File: src/hdl/scc_pkg.sv
// Purpose: Shared constants and carrier types of the system control register bank
// Assumes: One clock, 32-bit register words, coprocessor move requests from the core
// Notes:   Bit positions, masks and reset values live here only once
package scc_pkg;

  localparam int DATA_W = 32;

  // ****************************************************************
  // Main control register fields
  // ****************************************************************
  localparam int SCTL_ISA_BIT     = 30;
  localparam int SCTL_ACCFLAG_BIT = 29;
  localparam int SCTL_REMAP_BIT   = 28;
  localparam int SCTL_FIQFIX_BIT  = 27;
  localparam int SCTL_ENDIAN_BIT  = 25;
  localparam int SCTL_HIVEC_BIT   = 13;
  localparam int SCTL_ICACHE_BIT  = 12;
  localparam int SCTL_BPRED_BIT   = 11;
  localparam int SCTL_SWAP_BIT    = 10;
  localparam int SCTL_DCACHE_BIT  = 2;
  localparam int SCTL_ALIGN_BIT   = 1;
  localparam int SCTL_MMU_BIT     = 0;

  localparam logic [31:0] SCTL_BANK_MASK = 32'h7200_3807;
  localparam logic [31:0] SCTL_SEC_ONLY_MASK = 32'h0000_0400;
  localparam logic [31:0] SCTL_RAO_MASK = 32'h00c5_0078;
  localparam logic [31:0] SCTL_FIQFIX_MASK = 32'h0800_0000;
  localparam logic [31:0] SCTL_RESET = 32'h0000_0000;

  // ****************************************************************
  // Auxiliary control register fields
  // ****************************************************************
  localparam int ACTL_PARITY_BIT  = 9;
  localparam int ACTL_EXCL_BIT    = 7;
  localparam int ACTL_COHERE_BIT  = 6;
  localparam int ACTL_PREFETCH_BIT = 2;
  localparam int ACTL_BCAST_BIT   = 0;
  localparam logic [31:0] ACTL_RESET = 32'h0000_0000;

  // ****************************************************************
  // Coprocessor rights register fields
  // ****************************************************************
  localparam int CPAC_SIMD_OFF_BIT  = 31;
  localparam int CPAC_UPPER_OFF_BIT = 30;
  localparam int CPAC_ELEVEN_LSB    = 22;
  localparam int CPAC_TEN_LSB       = 20;
  localparam logic [31:0] CPAC_RESET = 32'h0000_0000;

  localparam logic [1:0] RIGHTS_DENIED   = 2'h0;
  localparam logic [1:0] RIGHTS_PRIV     = 2'h1;
  localparam logic [1:0] RIGHTS_RESERVED = 2'h2;
  localparam logic [1:0] RIGHTS_FULL     = 2'h3;

  localparam logic [31:0] VEC_BASE_LOW  = 32'h0000_0000;
  localparam logic [31:0] VEC_BASE_HIGH = 32'hffff_0000;

  // Edges from reset release until the synchronised straps are valid
  localparam logic [1:0] STRAP_WAIT = 2'h2;

  typedef enum logic [1:0] {SEL_SCTL, SEL_ACTL, SEL_CPAC, SEL_NONE} scc_sel_type;

  typedef struct packed {
    logic        valid;
    logic        write;
    scc_sel_type sel;
    logic [31:0] wdata;
  } scc_req_type;

  typedef struct packed {
    logic user;
    logic monitor;
    logic nonsecureStateFlag;
  } scc_ctx_type;

  typedef struct packed {
    logic        done;
    logic        undef;
    logic [31:0] rdata;
  } scc_rsp_type;

  typedef struct packed {
    logic       exceptionIsaChoice;
    logic       accessFlagMode;
    logic       typeRemapEnable;
    logic       fastIrqUnmaskable;
    logic       exceptionEndian;
    logic       highVectors;
    logic       icacheEnable;
    logic       branchPredict;
    logic       swapEnable;
    logic       dcacheEnable;
    logic       alignCheck;
    logic       mmuEnable;
    logic       parityEnable;
    logic       exclusiveCache;
    logic       coherencyParticipate;
    logic       dataSidePrefetch;
    logic       maintenanceBroadcast;
    logic       vectorSimdDisable;
    logic       upperFpRegsDisable;
    logic [1:0] coproElevenRights;
    logic [1:0] coproTenRights;
  } scc_ctl_type;

  typedef struct packed {
    logic valid;
    logic eleven;
    logic simdOnly;
    logic upperRegs;
  } scc_copro_req_type;

  typedef struct packed {
    logic done;
    logic undef;
  } scc_copro_rsp_type;

  typedef struct packed {
    logic [1:0]  startCnt;
    logic        ready;
    logic [31:0] sctlSec;
    logic [31:0] sctlNs;
    logic        fastIrqUnmaskable;
    logic [31:0] actl;
    logic [31:0] cpac;
    scc_rsp_type rsp;
    logic        pswEndianLoad;
    logic        pswEndian;
    scc_ctl_type ctl;
    logic [31:0] vectorBase;
  } scc_state_type;

endpackage

File: src/hdl/scc_sync2.sv
// Purpose: Two-stage synchroniser for pins from outside the clock domain
// Assumes: Pins are quasi-static levels
// Notes:   Only the second stage may be read by other logic
`timescale 1ns/1ps
module scc_sync2
#(
  parameter int W = 4
)
(
  input  wire logic         clk,
  input  wire logic         rst_b,
  input  wire logic [W-1:0] d,
  output      logic [W-1:0] q
);
  import scc_pkg::*;

  typedef struct packed {
    logic [W-1:0] first;
    logic [W-1:0] second;
  } scc_sync_state_type;

  scc_sync_state_type st_r;
  scc_sync_state_type st_nxt;

  always_comb
  begin
    st_nxt.first  = d;
    st_nxt.second = st_r.first;
  end

  always_ff @(posedge clk or negedge rst_b)
  begin
    if (!rst_b)
      st_r <= '0;
    else
      st_r <= st_nxt;
  end

  assign q = st_r.second;
endmodule

File: src/hdl/scc_copro_gate.sv
// Purpose: Decides whether a floating-point or vector instruction is undefined
// Assumes: Rights and disables come from the register bank on the same clock
// Notes:   Answer is registered, one cycle after the request
`timescale 1ns/1ps
module scc_copro_gate
(
  input  wire logic                       clk,
  input  wire logic                       rst_b,
  input  wire scc_pkg::scc_copro_req_type coproReq,
  input  wire logic                       userMode,
  input  wire scc_pkg::scc_ctl_type       ctl,
  output      scc_pkg::scc_copro_rsp_type coproRsp
);
  import scc_pkg::*;

  scc_copro_rsp_type st_r;
  scc_copro_rsp_type st_nxt;
  logic [1:0]        rights;

  always_comb
  begin
    rights       = coproReq.eleven ? ctl.coproElevenRights : ctl.coproTenRights;
    st_nxt.done  = coproReq.valid;
    st_nxt.undef = 1'b0;
    if (coproReq.valid)
    begin
      // Reserved encoding is treated like denied, the safe reading
      st_nxt.undef = (rights == RIGHTS_DENIED) || (rights == RIGHTS_RESERVED)
                  || (userMode && (rights != RIGHTS_FULL))
                  || (coproReq.simdOnly && ctl.vectorSimdDisable)
                  || (coproReq.upperRegs && ctl.upperFpRegsDisable);
    end
  end

  always_ff @(posedge clk or negedge rst_b)
  begin
    if (!rst_b)
      st_r <= '0;
    else
      st_r <= st_nxt;
  end

  assign coproRsp = st_r;
endmodule

File: src/hdl/scc_regs.sv
// Purpose: System control, auxiliary control and coprocessor rights registers
// Assumes: Requests and security context come from core logic on clk
// Notes:   Straps and the write lock are pins and pass a synchroniser
//
// Overview of operation
// - Bit 30 exception ISA, reset from pin
// - Bit 29 access-flag mode, resets to zero
// - Bit 28 type remap enable, resets zero
// - Bit 27 read-only, from configuration pin
// - Bit 25 copied to status endian on exception
// - Bit 13 selects vector base, pin reset
// - Bit 12 instruction cache enable, resets zero
// - Bit 2 data cache enable, resets zero
// - Bit 1 alignment check enable, resets zero
// - Bit 0 MMU enable, resets zero
// - User access to main register is undefined
// - Locked secure main and aux writes are undefined, unchanged
// - Non-secure writes to secure-only bits ignored
// - Secure-only bits always read secure copy
// - Aux bit 9 parity, secure writable only
// - Aux bit 6 coherency, single copy, secure
// - Aux bit 2 prefetch, secure writable, shared
// - Aux bit 0 broadcast, zero on single core
// - Rights bit 31 disables vector-only instructions
// - Rights bit 30 disables upper FP registers
// - Two-bit rights fields, reset denied
// - Absent coprocessor rights stay denied
// - Monitor mode counts as secure
`timescale 1ns/1ps
module scc_regs
#(
  parameter int CORE_COUNT     = 1,
  parameter bit PARITY_IMPL    = 1'b1,
  parameter bit COPRO10_EXISTS = 1'b1,
  parameter bit COPRO11_EXISTS = 1'b1
)
(
  input  wire logic                       clk,
  input  wire logic                       rst_b,
  input  wire logic                       resetIsaPin,
  input  wire logic                       fastIrqUnmaskCfgPin,
  input  wire logic                       resetHighBasePin,
  input  wire logic                       secureWriteLockPin,
  input  wire scc_pkg::scc_ctx_type       ctx,
  input  wire scc_pkg::scc_req_type       req,
  output      logic                       reqReady,
  output      scc_pkg::scc_rsp_type       rsp,
  input  wire logic                       excEntry,
  output      logic                       pswEndianLoad,
  output      logic                       pswEndian,
  output      scc_pkg::scc_ctl_type       ctl,
  output      logic [31:0]                vectorBase,
  input  wire scc_pkg::scc_copro_req_type coproReq,
  output      scc_pkg::scc_copro_rsp_type coproRsp
);
  import scc_pkg::*;

  // ****************************************************************
  // Writable masks, shaped by what this build implements
  // ****************************************************************
  localparam logic [31:0] ACTL_WR_MASK =
      (PARITY_IMPL ? (32'h1 << ACTL_PARITY_BIT) : 32'h0)
    | (32'h1 << ACTL_EXCL_BIT)
    | ((CORE_COUNT > 1) ? (32'h1 << ACTL_COHERE_BIT) : 32'h0)
    | (32'h1 << ACTL_PREFETCH_BIT)
    | ((CORE_COUNT > 1) ? (32'h1 << ACTL_BCAST_BIT) : 32'h0);

  localparam logic [31:0] CPAC_WR_MASK =
      (32'h1 << CPAC_SIMD_OFF_BIT)
    | (32'h1 << CPAC_UPPER_OFF_BIT)
    | (COPRO11_EXISTS ? (32'h3 << CPAC_ELEVEN_LSB) : 32'h0)
    | (COPRO10_EXISTS ? (32'h3 << CPAC_TEN_LSB) : 32'h0);

  localparam logic [31:0] SCTL_DEFINED_MASK =
    SCTL_BANK_MASK | SCTL_SEC_ONLY_MASK | SCTL_RAO_MASK | SCTL_FIQFIX_MASK;

  scc_state_type st_r;
  scc_state_type st_nxt;
  logic [3:0]    pinSync;
  logic          secureView;
  logic          taken;
  logic          lockSync;
  logic [31:0]   bankView;
  logic [1:0]    coproRights;

  // Assembles the main register as software sees it
  function automatic logic [31:0] sctlImage(input logic [31:0] bank,
                                            input logic [31:0] sec,
                                            input logic        fiqFix);
    sctlImage = SCTL_RAO_MASK
              | (bank & SCTL_BANK_MASK)
              | (sec & SCTL_SEC_ONLY_MASK)
              | (fiqFix ? SCTL_FIQFIX_MASK : 32'h0);
  endfunction

  scc_sync2
  #(
    .W (4)
  )
  u_pin_sync
  (
    .clk   (clk),
    .rst_b (rst_b),
    .d     ({secureWriteLockPin, resetHighBasePin, fastIrqUnmaskCfgPin, resetIsaPin}),
    .q     (pinSync)
  );

  assign lockSync   = pinSync[3];
  assign secureView = !ctx.nonsecureStateFlag || ctx.monitor;
  assign taken      = req.valid && st_r.ready;
  assign reqReady   = st_r.ready;

  // ****************************************************************
  // Next state
  // ****************************************************************
  always_comb
  begin
    st_nxt               = st_r;
    st_nxt.rsp           = '0;
    st_nxt.pswEndianLoad = 1'b0;
    bankView             = 32'h0;

    // Straps are caught only once the synchroniser has filled
    if (!st_r.ready)
    begin
      st_nxt.startCnt = st_r.startCnt + 2'h1;
      if (st_r.startCnt == STRAP_WAIT)
      begin
        st_nxt.ready                         = 1'b1;
        st_nxt.sctlSec[SCTL_ISA_BIT]         = pinSync[0];
        st_nxt.sctlNs[SCTL_ISA_BIT]          = pinSync[0];
        st_nxt.fastIrqUnmaskable             = pinSync[1];
        st_nxt.sctlSec[SCTL_HIVEC_BIT]       = pinSync[2];
        st_nxt.sctlNs[SCTL_HIVEC_BIT]        = pinSync[2];
      end
    end
    else if (req.valid)
    begin
      st_nxt.rsp.done = 1'b1;
      case (req.sel)
        SEL_SCTL:
        begin
          if (ctx.user)
            st_nxt.rsp.undef = 1'b1;
          else if (!req.write)
            st_nxt.rsp.rdata = sctlImage(secureView ? st_r.sctlSec : st_r.sctlNs,
                                         st_r.sctlSec, st_r.fastIrqUnmaskable);
          else if (secureView && lockSync)
            st_nxt.rsp.undef = 1'b1;
          else if (secureView)
            st_nxt.sctlSec = req.wdata & (SCTL_BANK_MASK | SCTL_SEC_ONLY_MASK);
          else
            st_nxt.sctlNs = req.wdata & SCTL_BANK_MASK;
        end
        SEL_ACTL:
        begin
          if (ctx.user)
            st_nxt.rsp.undef = 1'b1;
          else if (!req.write)
            st_nxt.rsp.rdata = st_r.actl;
          else if (!secureView)
            st_nxt.rsp.undef = 1'b1;
          else if (lockSync)
            st_nxt.rsp.undef = 1'b1;
          else
            st_nxt.actl = req.wdata & ACTL_WR_MASK;
        end
        SEL_CPAC:
        begin
          if (ctx.user)
            st_nxt.rsp.undef = 1'b1;
          else if (!req.write)
            st_nxt.rsp.rdata = st_r.cpac;
          else
            st_nxt.cpac = req.wdata & CPAC_WR_MASK;
        end
        default:
          st_nxt.rsp.undef = 1'b1;
      endcase
    end

    // Banked controls follow the copy of the current security state, swap the secure copy
    bankView = secureView ? st_nxt.sctlSec : st_nxt.sctlNs;
    if (excEntry)
    begin
      st_nxt.pswEndianLoad = 1'b1;
      st_nxt.pswEndian     = bankView[SCTL_ENDIAN_BIT];
    end

    st_nxt.ctl.exceptionIsaChoice   = bankView[SCTL_ISA_BIT];
    st_nxt.ctl.accessFlagMode       = bankView[SCTL_ACCFLAG_BIT];
    st_nxt.ctl.typeRemapEnable      = bankView[SCTL_REMAP_BIT];
    st_nxt.ctl.fastIrqUnmaskable    = st_nxt.fastIrqUnmaskable;
    st_nxt.ctl.exceptionEndian      = bankView[SCTL_ENDIAN_BIT];
    st_nxt.ctl.highVectors          = bankView[SCTL_HIVEC_BIT];
    st_nxt.ctl.icacheEnable         = bankView[SCTL_ICACHE_BIT];
    st_nxt.ctl.branchPredict        = bankView[SCTL_BPRED_BIT];
    st_nxt.ctl.swapEnable           = st_nxt.sctlSec[SCTL_SWAP_BIT];
    st_nxt.ctl.dcacheEnable         = bankView[SCTL_DCACHE_BIT];
    st_nxt.ctl.alignCheck           = bankView[SCTL_ALIGN_BIT];
    st_nxt.ctl.mmuEnable            = bankView[SCTL_MMU_BIT];
    st_nxt.ctl.parityEnable         = st_nxt.actl[ACTL_PARITY_BIT];
    st_nxt.ctl.exclusiveCache       = st_nxt.actl[ACTL_EXCL_BIT];
    st_nxt.ctl.coherencyParticipate = st_nxt.actl[ACTL_COHERE_BIT];
    st_nxt.ctl.dataSidePrefetch     = st_nxt.actl[ACTL_PREFETCH_BIT];
    st_nxt.ctl.maintenanceBroadcast = st_nxt.actl[ACTL_BCAST_BIT];
    st_nxt.ctl.vectorSimdDisable    = st_nxt.cpac[CPAC_SIMD_OFF_BIT];
    st_nxt.ctl.upperFpRegsDisable   = st_nxt.cpac[CPAC_UPPER_OFF_BIT];
    st_nxt.ctl.coproElevenRights    = st_nxt.cpac[CPAC_ELEVEN_LSB +: 2];
    st_nxt.ctl.coproTenRights       = st_nxt.cpac[CPAC_TEN_LSB +: 2];
    st_nxt.vectorBase = bankView[SCTL_HIVEC_BIT] ? VEC_BASE_HIGH : VEC_BASE_LOW;
  end

  always_ff @(posedge clk or negedge rst_b)
  begin
    if (!rst_b)
    begin
      st_r         <= '0;
      st_r.sctlSec <= SCTL_RESET;
      st_r.sctlNs  <= SCTL_RESET;
      st_r.actl    <= ACTL_RESET;
      st_r.cpac    <= CPAC_RESET;
    end
    else
      st_r <= st_nxt;
  end

  assign rsp           = st_r.rsp;
  assign pswEndianLoad = st_r.pswEndianLoad;
  assign pswEndian     = st_r.pswEndian;
  assign ctl           = st_r.ctl;
  assign vectorBase    = st_r.vectorBase;

  scc_copro_gate u_copro_gate
  (
    .clk      (clk),
    .rst_b    (rst_b),
    .coproReq (coproReq),
    .userMode (ctx.user),
    .ctl      (st_r.ctl),
    .coproRsp (coproRsp)
  );

  // ****************************************************************
  // Coprocessor gate checks
  // ****************************************************************
  assign coproRights = coproReq.eleven ? ctl.coproElevenRights : ctl.coproTenRights;
endmodule

File: config.mk
export PLATFORM = sky130hd
export DESIGN_NAME = scc_regs
export DESIGN_NICKNAME = d
export VERILOG_FILES = /design/src/hdl/scc_pkg.sv /design/src/hdl/scc_sync2.sv /design/src/hdl/scc_copro_gate.sv /design/src/hdl/scc_regs.sv
export SDC_FILE = /design/constraint.sdc
export NUM_CORES = 1
export LEC_CHECK = 0
export ABC_AREA = 1
export BUFFER_PORTS_ARGS = -buffer_cell sky130_fd_sc_hd__buf_2
export CAP_MARGIN = 0
export CORE_MARGIN = 4
export CORE_UTILIZATION = 53
export CTS_CLUSTER_DIAMETER = 150
export DETAILED_ROUTE_END_ITERATION = 6
export PLACE_DENSITY = 0.95
export SETUP_SLACK_MARGIN = 0.1
export SLEW_MARGIN = 10
export SYNTH_ARGS = -nofsm -noshare
export SYNTH_HDL_FRONTEND = slang
export SYNTH_HIERARCHICAL = 1
export SYNTH_SLANG_ARGS = --single-unit
File: constraint.sdc
create_clock -name clk -period 2 [get_ports clk]
set_input_delay 0.4 -clock clk [delete_from_list [all_inputs] [get_ports clk]]
set_output_delay 0.4 -clock clk [all_outputs]
set_load 0.03 [all_outputs]
==> flow_summary.ini <==
[status]
status = finished, final reports clean

[global_routing]
met1_usage_pct = 22.3
grt_max_degree = 31
grt_pass1_vias = 2565
use_met2_pct = 30.1
grt_usage_pct = 18.6
grt_pass1_wl_um = 12400
grt_antenna_before_repair = 0
grt.busiest_layer = met2
grt_overflow_total = 0
grt_use_met3_pct = 5.87

[cells_and_area]
seqCellArea_sq_mm = 0.00195
nNetsFinal = 513
antennaDiodeCount = 0
area_delta_synth_final_pct = 7.18
drive_above_1_share_pct = 32.3
stdcell_area_sq_mm = 0.00411
final_core_util_pct = 59.5
fillCellCount = 577
stdcell_count = 563
multi_input_area_sq_mm = 0.00107

[floorplan]
rows = 30
die_h_um = 93.0
coreArea_sq_mm = 0.00691
dieArea_sq_mm = 0.00866
design.portCount = 144
fp.dieW_um = 93.0
initial_utilization_pct = 55.5

[hold_path]
hold_path_class = in2reg

[placement]
place.gp.congestion = 0.835
port_buffers = 104
dpl.cell_count = 546
hpwl_um = 5550
place_area_sq_mm = 0.00388

[detailed_routing]
drtAntennaViolNets = 0
via_per_inst = 4.79
drtIter0Drc = 273
drcViolationCount = 0
wl_um = 7670
firstDrtPassIters = 6
drt-wirelength-per-cell_um = 13.6
via_count = 2698

[worst_setup_path]
required_ps = 2220
path_cells = inv_2 > nor2_8 > nand2_2 > nand2_1 > nand2_1 > nand2_1 > o21ai_0
cp_data_arrival_time_ps = 1820
cp_common_cell = nand2_1
cpMaxStageDelayCell = dfrtp_1
start_kind = flop
cp-end-kind = flop
crit_fanout = 11
path_class = reg2reg
critPathMaxStageDelay_ps = 560

[power_and_ir_drop]
leakagePower_nw = 2.31
power_switching_share_pct = 33.5
pwr_density_cell_mw_per_mm2 = 971
p_int_w = 0.00265
net-switching-power_w = 0.00134
power.share.clock_pct = 31.1
power.share.combinational_pct = 22.9
ir_worst_vdd_mv = 0.492
power_frac_seq_pct = 46.0

[cts]
clock-sinks = 78
clk_latency_ps = 350
cts_htree_levels = 3
cts_buffers = 9
cts_tree = done
cts_buffer_depth = 2
cts_resized = 0
clockRootBuffer = clkbuf_8
post_cts_buffers = 0
hold_buffers = 1
clkSlewWorstSetupHoldPaths_ps = 80

[synth]
ys_seq_area_share_pct = 50.9
synthFlopType = dfrtp_1
synth_cell_types = 30
synth_edf_count = 0
yosys_warnings = 6
syn_area_per_cell_sq_um = 9.21
ys_seq_elements = 78
syn_area_sq_mm = 0.00383
netlist_instances = 416
synthArstFlopShare_pct = 100

[timing]
fmax_mhz = 624
setup_violations = 0
maxSlewViolCount = 0
rsz0062_at_grt = no
fin_worst_skew_ps = 11.4
fin_crit_ps = 1600
finalCritPeriodShare_pct = 80.1
hold_viol = 0
fin_setup_tns_ps = 0

[flow_run]
drv_cap = 0
[power groups by stage]
stage / registers (W) / logic (W) / clock network (W)
3_5_place_dp: 0.00186 / 0.000910 / 0
5_1_grt: 0.00186 / 0.000989 / 0.00134
2_1_floorplan: 0.00186 / 0.000850 / 0
6_report: 0.00183 / 0.000913 / 0.00124
4_1_cts: 0.00183 / 0.000917 / 0.00126
3_3_place_gp: 0.00185 / 0.000884 / 0
[cells by family (layout without fill, tap and decap cells)]
kind of cell / Yosys count / count (layout) / synth area share, %
other: 1 / 25 / 0.0978
buffers and inverters: 145 / 172 / 23.6
flip-flops: 78 / 78 / 50.9
XOR/XNOR: 1 / 1 / 0.229
AO/OA/AOI/OAI: 47 / 47 / 7.05
adder cells (fa/ha/maj): 1 / 1 / 0.326
AND/OR/NAND/NOR: 143 / 143 / 17.8
[final timing paths]
check                                      from              endpoint  slack (ps)  cells past startpoint
min in group asynchronous                 rst_b             st_r[185]         520                      2
hold / removal                      resetIsaPin  u_pin_sync/st_nxt[0]         160                      1
hold reg to reg            u_pin_sync/st_nxt[3]       u_pin_sync/q[3]         350                      0
max in group asynchronous                 rst_b                ctl[0]         870                      3
setup reg to reg                       reqReady               ctl[15]         400                      7
setup / recovery                       reqReady               ctl[15]         400                      7
[cell usage after synthesis (2+ instances only)]
library cell  instances  area share, %
clkbuf_1              2           0.20
nand4_1               2           0.33
inv_2                 6           0.59
buf_6                 2           0.59
dfrtp_1              78             51
nand3_2               3           0.78
nand2_2               4           0.65
nand2_4               3           0.88
and2_1                2           0.33
nor2_8                3            1.6
nor2_1               17            1.7
o21ai_1               5           0.65
nand2_1              86            8.4
nand3_1              22            2.9
o21ai_2               6            1.4
o21ai_0              18            2.4
buf_4                91             18
inv_1                41            4.0
a21oi_1              14            1.8
[worst max-delay path, delay by kind of cell, from the launching register on]
| family | cells | cell delay [ps] |
|---|---|---|
| compound gates | 1 | 110 |
| buf+inv | 1 | 120 |
| flops | 1 | 560 |
| simple gates | 5 | 680 |
[cells in the final DEF, fill, tap and decap left out, drive strengths merged]
cell | netlist | routed
a21oi | 15 | 15
and2 | 2 | 2
buf | 95 | 107
bufinv | 0 | 1
clkbuf | 2 | 12
clkinv | 0 | 1
clkinvlp | 0 | 2
conb | 1 | 25
dfrtp | 78 | 78
dlygate4sd3 | 0 | 1
ha | 1 | 1
inv | 48 | 48
nand2 | 93 | 93
nand3 | 25 | 25
nand4 | 2 | 2
nor2 | 20 | 20
nor3 | 1 | 1
o2111ai | 1 | 1
o211ai | 1 | 1
o21a | 1 | 1
o21ai | 29 | 29
xnor2 | 1 | 1
[sequential cells by signal, summed over array words and instances (netlist names)]
| name | flops |
|---|---|
| vectorBase | 1 |
| reqReady | 1 |
| pswEndian | 1 |
| ctl | 12 |
| u_copro_gate/coproRsp | 2 |
| u_pin_sync/q | 4 |
| pswEndianLoad | 1 |
| st_r | 30 |
| rsp | 22 |
| u_pin_sync/st_nxt | 4 |
[cell type report]
type	count	share of cell area [%]
flip-flops and latches	78	47.5
multi-input cells	217	26.0
repair buffers	108	13.8
inverters	48	4.45
clock buffers	12	4.02
well taps	96	2.92
clock inverters	4	1.31
[per-layer routing]
metal | vias up | wire length, um
met5 | - | 0
met4 | 0 | 220
met3 | 23 | 781
met2 | 162 | 3840
met1 | 1247 | 2830
li1 | 1266 | -
[per-stage QoR]
| stage | power, W | setup slack [ps] | hold slack (ps) |
|---|---|---|---|
| CTS | 0.00401 | 402 | 143 |
| floorplan | 0.00271 | 491 | 104 |
| global placement | 0.00274 | 309 | 333 |
| finish | 0.00399 | 397 | 155 |
| detailed placement | 0.00277 | 301 | 336 |
| global route | 0.00419 | 261 | 137 |
No activity file was read; power rests on OpenSTA's default activity.
